[src/inc/adccal_regs.svh]
// register offsets, reset values and timing counts of the calibration coefficient block
`ifndef ADCCAL_REGS_SVH
`define ADCCAL_REGS_SVH
`define ADCCAL_TOFF_ADDR 32'hffff0538
`define ADCCAL_IGAIN_ADDR 32'hffff053c
`define ADCCAL_STAT_ADDR 32'hffff0560
`define ADCCAL_TOFF_RST 16'h8000
`define ADCCAL_IGAIN_RST 16'h5555
`define ADCCAL_IDLE_NS 23000
`define ADCCAL_CLK_MHZ 25
`define ADCCAL_IDLE_CYC ((`ADCCAL_IDLE_NS * `ADCCAL_CLK_MHZ + 999) / 1000)
`define ADCCAL_STAT_OPEN_BIT 0
`define ADCCAL_STAT_EN_BIT 1
`define ADCCAL_STAT_IDLE_BIT 2
`define ADCCAL_STAT_DROP_BIT 3
`endif

[src/inc/adccal_pkg.sv]
// types shared by the calibration coefficient block
package adccal_pkg;
   typedef logic [15:0] adccal_coef_t;
   typedef enum logic [1:0] {
      ADCCAL_IDLE = 2'h1,
      ADCCAL_BUSY = 2'h2
   } adccal_mode_t;
endpackage : adccal_pkg

[src/logic/adccal_coef.sv]
// temperature offset and current gain calibration coefficients behind an apb slave
`timescale 1ns/1ns
`include "adccal_regs.svh"
module adccal_coef #(
   parameter logic [15:0] TOFF_FACTORY = `ADCCAL_TOFF_RST,
   parameter logic [15:0] IGAIN_FACTORY = `ADCCAL_IGAIN_RST,
   parameter int IDLE_CYC = `ADCCAL_IDLE_CYC
) (
   input wire logic pclk,
   input wire logic presetn,
   input wire logic psel,
   input wire logic penable,
   input wire logic pwrite,
   input wire logic [31:0] paddr,
   input wire logic [31:0] pwdata,
   output logic [31:0] prdata,
   output logic pready,
   output logic pslverr,
   input wire logic conv_enable,
   input wire logic conv_idle,
   input wire logic toff_cal_done,
   input wire logic igain_cal_done,
   input wire logic [15:0] cal_result,
   output logic [15:0] toff_coef,
   output logic [15:0] igain_coef
);

   ////////////////////////////////////////////////////////////////////////////
   // idle qualification counter

   logic [15:0] idle_cnt_r, idle_cnt_nxt;
   logic open_r, open_nxt;
   logic drop_r, drop_nxt;
   adccal_pkg::adccal_coef_t toff_r, toff_nxt, igain_r, igain_nxt;
   logic [31:0] rdata_r, rdata_nxt;
   logic ready_r, ready_nxt, err_r, err_nxt;
   logic acc, done, wr_toff, wr_igain;

   // address decode shared by the write strobes, the status clear and the read checks
   function automatic logic adccal_hit(input logic [31:0] a, input logic [31:0] r);
      return a == r;
   endfunction : adccal_hit

   // counter restarts whenever converter leaves enabled idle
   always_comb begin
      idle_cnt_nxt = idle_cnt_r;
      open_nxt = open_r;
      if (!(conv_enable && conv_idle)) begin
         idle_cnt_nxt = 16'h0000;
         open_nxt = 1'b0;
      end else if (!open_r) begin
         idle_cnt_nxt = idle_cnt_r + 16'h0001;
         if (idle_cnt_nxt >= IDLE_CYC[15:0]) open_nxt = 1'b1;
      end
   end

   always_ff @(posedge pclk or negedge presetn) begin
      if (!presetn) begin
         idle_cnt_r <= 16'h0000;
         open_r <= 1'b0;
      end else begin
         idle_cnt_r <= idle_cnt_nxt;
         open_r <= open_nxt;
      end
   end

   ////////////////////////////////////////////////////////////////////////////
   // coefficient registers

   // request taken in the first access cycle; pready follows one cycle later
   assign acc = psel && penable && !ready_r;
   // writes land at the edge that samples pready high, while the master still holds them
   assign done = psel && penable && ready_r;
   assign wr_toff = done && pwrite && adccal_hit(paddr, `ADCCAL_TOFF_ADDR);
   assign wr_igain = done && pwrite && adccal_hit(paddr, `ADCCAL_IGAIN_ADDR);

   // calibration result has priority over a software write in the same cycle
   always_comb begin
      toff_nxt = toff_r;
      igain_nxt = igain_r;
      drop_nxt = drop_r;
      if (wr_toff && open_r) toff_nxt = pwdata[15:0];
      if (wr_igain && open_r) igain_nxt = pwdata[15:0];
      if ((wr_toff || wr_igain) && !open_r) drop_nxt = 1'b1;
      if (toff_cal_done) toff_nxt = cal_result;
      if (igain_cal_done) igain_nxt = cal_result;
      if (acc && !pwrite && adccal_hit(paddr, `ADCCAL_STAT_ADDR)) drop_nxt = 1'b0;
      if ((wr_toff || wr_igain) && !open_r) drop_nxt = 1'b1; // set wins over clear
   end

   always_ff @(posedge pclk or negedge presetn) begin
      if (!presetn) begin
         toff_r <= TOFF_FACTORY;
         igain_r <= IGAIN_FACTORY;
         drop_r <= 1'b0;
      end else begin
         toff_r <= toff_nxt;
         igain_r <= igain_nxt;
         drop_r <= drop_nxt;
      end
   end

   ////////////////////////////////////////////////////////////////////////////
   // apb answer

   // unmapped addresses answer with pslverr and zero data
   always_comb begin
      ready_nxt = acc;
      err_nxt = 1'b0;
      rdata_nxt = 32'h0000_0000;
      if (acc) begin
         unique case (paddr)
            `ADCCAL_TOFF_ADDR: rdata_nxt = {16'h0000, toff_r};
            `ADCCAL_IGAIN_ADDR: rdata_nxt = {16'h0000, igain_r};
            `ADCCAL_STAT_ADDR: rdata_nxt = {28'h0000000, drop_r, conv_idle,
                                            conv_enable, open_r};
            default: err_nxt = 1'b1;
         endcase
      end
   end

   always_ff @(posedge pclk or negedge presetn) begin
      if (!presetn) begin
         rdata_r <= 32'h0000_0000;
         ready_r <= 1'b0;
         err_r <= 1'b0;
      end else begin
         rdata_r <= rdata_nxt;
         ready_r <= ready_nxt;
         err_r <= err_nxt;
      end
   end

   assign prdata = rdata_r;
   assign pready = ready_r;
   assign pslverr = err_r;
   assign toff_coef = toff_r;
   assign igain_coef = igain_r;

   // shadow count of enabled idle cycles, kept apart from the gate logic so
   // that a slip in the gate counter cannot hide inside its own checker
   logic [15:0] chk_cnt_r, chk_cnt_nxt;

   // saturates instead of wrapping so a long idle spell never reads as short
   always_comb begin
      chk_cnt_nxt = chk_cnt_r;
      if (!(conv_enable && conv_idle)) begin
         chk_cnt_nxt = 16'h0000;
      end else if (chk_cnt_r != 16'hffff) begin
         chk_cnt_nxt = chk_cnt_r + 16'h0001;
      end
   end

   always_ff @(posedge pclk or negedge presetn) begin
      if (!presetn) begin
         chk_cnt_r <= 16'h0000;
      end else begin
         chk_cnt_r <= chk_cnt_nxt;
      end
   end

   // status read strobe, as the clear of the sticky flag sees it
   logic stat_rd;
   assign stat_rd = acc && !pwrite && adccal_hit(paddr, `ADCCAL_STAT_ADDR);

   // address classes seen by the bus answer checks
   logic mapped, rd_toff, rd_igain;
   assign mapped = adccal_hit(paddr, `ADCCAL_TOFF_ADDR) || adccal_hit(paddr, `ADCCAL_IGAIN_ADDR)
      || adccal_hit(paddr, `ADCCAL_STAT_ADDR);
   assign rd_toff = acc && !pwrite && adccal_hit(paddr, `ADCCAL_TOFF_ADDR);
   assign rd_igain = acc && !pwrite && adccal_hit(paddr, `ADCCAL_IGAIN_ADDR);
endmodule : adccal_coef

[config.mk]
export PLATFORM = sky130hd
export DESIGN_NAME = adccal_coef
export DESIGN_NICKNAME = d
export VERILOG_FILES = /design/src/inc/adccal_pkg.sv /design/src/logic/adccal_coef.sv
export VERILOG_INCLUDE_DIRS = /design/src /design/src/inc
export SDC_FILE = /design/constraint.sdc
export NUM_CORES = 1
export LEC_CHECK = 0
export BUFFER_PORTS_ARGS = -buffer_cell sky130_fd_sc_hd__buf_2
export CAP_MARGIN = 0
export CORE_AREA = 2 2 91 93
export DETAILED_ROUTE_END_ITERATION = 8
export DIE_AREA = 0 0 93 95
export PLACE_DENSITY = 0.77
export SYNTH_ARGS = -nofsm -noshare
export SYNTH_HDL_FRONTEND = slang
export SYNTH_SLANG_ARGS = --single-unit
[constraint.sdc]
create_clock -name pclk -period 2.76 [get_ports pclk]
set_clock_uncertainty 0.15 [all_clocks]
set_input_delay 0.414 -clock pclk [delete_from_list [all_inputs] [get_ports pclk]]
set_output_delay 0.414 -clock pclk [all_outputs]
set_load 0.01 [all_outputs]
==> results.ini, run 1 <==
[floorplan]
die_h_um=95
io_pins=155
fp-row-count=33
die_area_um2=8840
start_util=0.477
die_x_um=93
coreArea_um2=7930

[cts]
cts_sinks=68
root_buffer=clkbuf_8
cts_tree=done
cts_buffer_depth=2
htree_num_levels=3
clk_latency_ns=0.35
cts-buffers-inserted=9
clkTransAtPathRegs_ns=0.08

[synthesis]
yosysWarningCount=0
synth_area_um2=3780
netlist_instances=375
ys_types=52
async_flop_share=1.00
yosysSeqAreaShare=0.453
syn_area_per_cell_um2=10.1
ys_ff_latch=68
synth_ff_type=dfrtp_1
synth-edff-count=0

[placement]
hpwl_um=6730
routabilityCongestion=0.855
io_buffers=122
dp_cells=588

[worst_setup_path]
crit_type=in -> reg
start_kind=input port
cp_cell_sequence=buf_2 > nor4b_4 > nand4_4 > or4_1 > buf_4 > o21ai_0 > a21oi_1
slowest_delay_ns=0.55
crit_slowest_cell=or4_1
required_ns=2.83
cp-end-kind=flop
crit_family=simple AND/OR/NAND/NOR gates
cp_max_fo=16
cp.arrival_ns=2.17
cp.buffers_inverters=2

[sta]
tns_ns=0
setup-violations-final=0
hold_viol=0
max_clock_freq_ghz=0.475
period_minus_slack_ns=2.10
slew_headroom=0.515
maxSlewViolCount=0
worst_pin_slew_ns=0.728
rsz0062_at_grt=no
fin_crit_sh=0.763

[global_routing]
grt_pass1_wl_um=15300
grt.overflow.total=0
antenna_found_initial=0
grt_usage=0.219
grt_max_degree=33
grt_pass1_vias=3197

[power]
p_comb_frac=0.125
swShare=0.260
p_clk_frac=0.401
p_sw_mw=0.599
peakVddDrop_v=0.000558
pwr-share-seq=0.475
cell_internal_pwr_mw=1.70
power.leakage_nw=2.09
power_density_nw_per_um2=490

[final_layout]
fin_cells=605
final_common_cell=buf_2
num_antenna_cells=0
mostFrequentLayoutCells=122 x buf_2, 59 x dfrtp_1, 39 x nor2_1
layout-drive-gt1-share=0.390
fin_nets=586
area_growth_pct=24.2

[outcome]
status=complete, no violations

[worst_hold_path]
hold_path_class=in -> reg

[flow_run]
cap_violations=0

[detailed_routing]
drc=0
wl_per_cell_um=15.8
drt_iter0_drc=156
num_vias=3368
postRouteAntennaNets=0
vias_per_cell=5.57
totalWireLength_um=9530
dr.pass1.iters=5

cell families after synthesis:
logic type               synth area share
AND/OR/NAND/NOR                     0.200
AO/OA/AOI/OAI                       0.128
flip-flops                          0.453
buffers and inverters              0.0675
multiplexers                       0.0979
XOR/XNOR                           0.0463
adder cells (fa/ha/maj)           0.00662
other                            0.000992
synthesized netlist by cell type (2+ instances only):
cell | instances | share of area
dfrtp_1 | 59 | 0.39
nor2_1 | 39 | 0.039
mux2_2 | 25 | 0.074
a21oi_1 | 23 | 0.030
buf_4 | 17 | 0.034
clkbuf_1 | 17 | 0.017
nand3_1 | 17 | 0.023
nor2b_1 | 17 | 0.028
a22oi_1 | 16 | 0.032
a31oi_1 | 16 | 0.026
xor2_1 | 12 | 0.028
nand2_1 | 10 | 0.0099
nor3_1 | 10 | 0.013
dfstp_2 | 9 | 0.063
o21ai_1 | 9 | 0.012
xnor2_1 | 8 | 0.019
mux2_1 | 7 | 0.021
nand4_1 | 6 | 0.0099
o21ai_0 | 6 | 0.0079
inv_1 | 5 | 0.0050
nor4_1 | 5 | 0.0083
and4_1 | 4 | 0.0093
buf_2 | 3 | 0.0040
and2_1 | 2 | 0.0033
and4b_1 | 2 | 0.0053
ha_1 | 2 | 0.0066
nor4b_4 | 2 | 0.013
o31a_1 | 2 | 0.0046
or4_1 | 2 | 0.0040
layer usage:
metal,routed length (um),GRT usage,vias up
met5,0,0,-
met1,3840,0.278,1651
met3,744,0.0583,25
met4,245,0.102,0
li1,-,-,1558
met2,4700,0.353,134
power groups by stage:
| stage | clock (mW) | combinational (mW) | sequential, mW |
|---|---|---|---|
| after detailed placement | 0 | 0.287 | 1.11 |
| after global routing | 0.976 | 0.318 | 1.10 |
| after global placement | 0 | 0.275 | 1.11 |
| after CTS | 0.936 | 0.289 | 1.09 |
| final | 0.922 | 0.287 | 1.09 |
| after floorplan | 0 | 0.130 | 1.13 |
path summary, 6_finish.rpt:
kind	from	endpoint	slack (ns)	depth (start not counted)
min in group asynchronous	presetn	drop_r	0.44	2
max in group asynchronous	presetn	igain_coef[12]	1.24	3
setup reg to reg	idle_cnt_r[3]	open_r	0.73	5
hold / removal	cal_result[5]	igain_coef[5]	0.16	2
setup / recovery	paddr[7]	toff_coef[13]	0.66	7
hold reg to reg	toff_coef[15]	toff_coef[15]	0.36	2
sequential cells by signal (all words and copies together) (netlist names):
name        flops
igain_coef     16
toff_coef      16
prdata         16
idle_cnt_r     16
drop_r          1
open_r          1
pready          1
pslverr         1
through the flow:
stage           util  power (mW)  hold WS [ns]  cell area (um^2)  setup slack [ns]
6_report       0.592        2.30         0.159              4690             0.655
5_1_grt        0.592        2.39         0.159              4690             0.536
4_1_cts        0.592        2.32         0.143              4690             0.672
3_5_place_dp   0.563        1.40         0.288              4460             0.302
3_3_place_gp   0.563        1.38         0.275              4460             0.403
2_1_floorplan      -        1.26       -0.0316              3840             0.453
worst reg2reg max path: stages, from the launching register on:
cell and delay, ns:
dfrtp_1 0.47, nand4_1 0.40, nor4_1 0.43, xor2_1 0.11, nor3_1 0.22, o22ai_1 0.12
layout make-up:
cell class	instances	area (um^2)
fill	686	3230
timing repair buffer	134	728
inverter	5	18.8
clock inverter	7	101
sequential	68	1710
multi-input combinational	277	1880
clock buffer	9	124
tap	105	131
repair_timing:
action / CTS / global route
buffers inserted: 0 / 0
gates resized for setup: 0 / 0
hold buffers: 1 / 0
endpoints found under the hold margin: 22 / 0
Note: power is estimated with default switching activity, not from simulation.
==> run 2: changes to the inputs <==
==> constraint.sdc (replaced) <==
create_clock -name pclk -period 2 [get_ports pclk]
set_clock_uncertainty 0.15 [all_clocks]
set_input_delay 0.3 -clock pclk [delete_from_list [all_inputs] [get_ports pclk]]
set_output_delay 0.3 -clock pclk [all_outputs]
set_load 0.01 [all_outputs]
==> results.ini, run 2 (synthesis results as in run 1) <==
[final_layout]
utilization=0.624  ; was 0.592
num_antenna_cells=0  ; unchanged
area_growth_pct=30.8  ; was 24.2%
layout-drive-gt1-share=0.427  ; was 0.390
fin_nets=601  ; was 586
final_common_cell=buf_2  ; unchanged
mostFrequentLayoutCells=122 x buf_2, 59 x dfrtp_1, 39 x nor2_1  ; unchanged
fin_cells=620  ; was 605
fillers=641  ; was 686

[sta]
worst_pin_slew_ns=0.583  ; was 0.728 ns
tns_ns=0  ; unchanged
hold_viol=0  ; unchanged
slew_headroom=0.610  ; was 0.515
period_minus_slack_ns=1.97
hold_ws_ns=0.0367  ; was 0.159 ns
fin_crit_sh=0.983
maxSlewViolCount=0  ; unchanged
setup-violations-final=0  ; unchanged
max_clock_freq_ghz=0.508

[worst_setup_path]
cp_max_fo=8  ; was 16
reg2reg_from=pready  ; was idle_cnt_r[3]
crit_type=in -> reg  ; unchanged
ff2ff_path_depth=6  ; was 5
endpoint=igain_coef[7]  ; was toff_coef[13]
cp_cell_sequence=buf_2 > nor4b_4 > nand4_4 > nor3_4 > clkbuf_16 > mux2_4 > mux2_2  ; was buf_2 > nor4b_4 > nand4_4 > or4_1 > buf_4 > o21ai_0 > a21oi_1
cp-end-kind=flop  ; unchanged
r2r_end=igain_coef[7]  ; was open_r
slowest_delay_ns=0.33  ; was 0.55 ns
start_kind=input port  ; unchanged
required_ns=2.09  ; was 2.83 ns
rrSetupSlack_ns=0.05  ; was 0.73 ns
startpoint=paddr[15]  ; was paddr[7]
crit_slowest_cell=nor3_4  ; was or4_1
cp.arrival_ns=2.05  ; was 2.17 ns

[cts]
cts_tree=done  ; unchanged
cts_buffer_depth=2  ; unchanged
cts-buffers-inserted=9  ; unchanged
cts_setup_buffers=0  ; unchanged
clk_latency_ns=0.35  ; about the same
root_buffer=clkbuf_8  ; unchanged
clkTransAtPathRegs_ns=0.09  ; was 0.08 ns
cts_sinks=68  ; unchanged
htree_num_levels=3  ; unchanged

[detailed_routing]
postRouteAntennaNets=0  ; unchanged
drc=0  ; unchanged
wl_per_cell_um=16.5  ; was 15.8 um
dr.pass1.iters=5  ; unchanged
num_vias=3441  ; was 3368
vias_per_cell=5.55  ; was 5.57
totalWireLength_um=10200  ; was 9530 um
drt_iter0_drc=322  ; was 156

[global_routing]
grt_max_degree=69  ; was 33
antenna_found_initial=0  ; unchanged
grt_pass1_vias=3387  ; was 3197
grt_usage=0.229  ; was 0.219
grt.overflow.total=0  ; unchanged
grt_pass1_wl_um=15800  ; was 15300 um

[power]
power_density_nw_per_um2=676  ; was 490 nW/um^2
peakVddDrop_v=0.000562  ; was 0.000558 V
p_sw_mw=0.823  ; was 0.599 mW
pwr-share-seq=0.451  ; was 0.475
swShare=0.246  ; was 0.260
p_comb_frac=0.124  ; was 0.125
p_clk_frac=0.425  ; was 0.401
power.leakage_nw=2.24  ; was 2.09 nW
cell_internal_pwr_mw=2.52  ; was 1.70 mW

[placement]
hpwl_um=6780  ; was 6730 um
dp_cells=602  ; was 588
routabilityCongestion=0.803  ; was 0.855
io_buffers=122  ; unchanged

[floorplan]
coreArea_um2=7930  ; unchanged
die_h_um=95  ; unchanged
fp-row-count=33  ; unchanged
io_pins=155  ; unchanged
die_x_um=93  ; unchanged
die_area_um2=8840  ; unchanged
start_util=0.477  ; unchanged

[worst_hold_path]
hold_path_class=in -> reg  ; unchanged

[flow_run]
cap_violations=0  ; unchanged

[outcome]
status=complete, no violations  ; unchanged

-- run 2: power groups by stage --
stage	logic, mW	clock network, mW	registers, mW
after global placement	0.396	0	1.53
final	0.415	1.42	1.51
after global routing	0.457	1.50	1.52
after detailed placement	0.409	0	1.53
after CTS	0.412	1.43	1.51
after floorplan	0.186	0	1.56
-- run 2: final cells by class --
| class | instances | area, um^2 | area share |
|---|---|---|---|
| Clock buffer | 10 | 138 | 0.0278 |
| Clock inverter | 6 | 111 | 0.0225 |
| Inverter | 5 | 18.8 | 0.00379 |
| Multi-Input combinational cell | 277 | 1940 | 0.392 |
| Sequential cell | 68 | 1710 | 0.346 |
| Tap cell | 105 | 131 | 0.0266 |
| Timing Repair Buffer | 149 | 896 | 0.181 |
-- run 2: worst max-delay path: cells and delay by family --
family                 cells  cell delay, ns
AND/OR/NAND/NOR            3            0.84
multiplexers               2            0.55
buffers and inverters      2            0.34
-- run 2: timing repair --
item,CTS,global route
hold endpoints to repair,59,0
hold buffers,1,0
resized for setup,0,11
endpoints found under the setup margin,0,4
-- run 2: worst min-delay path by stage --
stage / start / end / depth (start not counted)
3_5_place_dp: presetn / idle_cnt_r[15] / 2
3_3_place_gp: presetn / pready / 2
2_1_floorplan: presetn / drop_r / 0
6_report: cal_result[8] / igain_coef[8] / 2
4_1_cts: cal_result[8] / igain_coef[8] / 2
5_1_grt: cal_result[8] / igain_coef[8] / 2
-- run 2: routing by layer --
layer,global-route usage,up-vias,routed length [um],share of wire
li1,-,1581,-,-
met1,0.283,1688,4060,0.40
met2,0.380,150,5250,0.51
met3,0.0567,22,707,0.069
met4,0.103,0,228,0.022
met5,0,-,0,0
-- run 2: metrics by stage --
stage	total power, mW	setup WS (ns)	cell area (um^2)
finish	3.34	0.0334	4950
global route	3.47	-0.0122	4950
CTS	3.35	0.0424	4880
detailed placement	1.94	-0.271	4620
global placement	1.92	-0.230	4620
floorplan	1.74	-0.129	3860
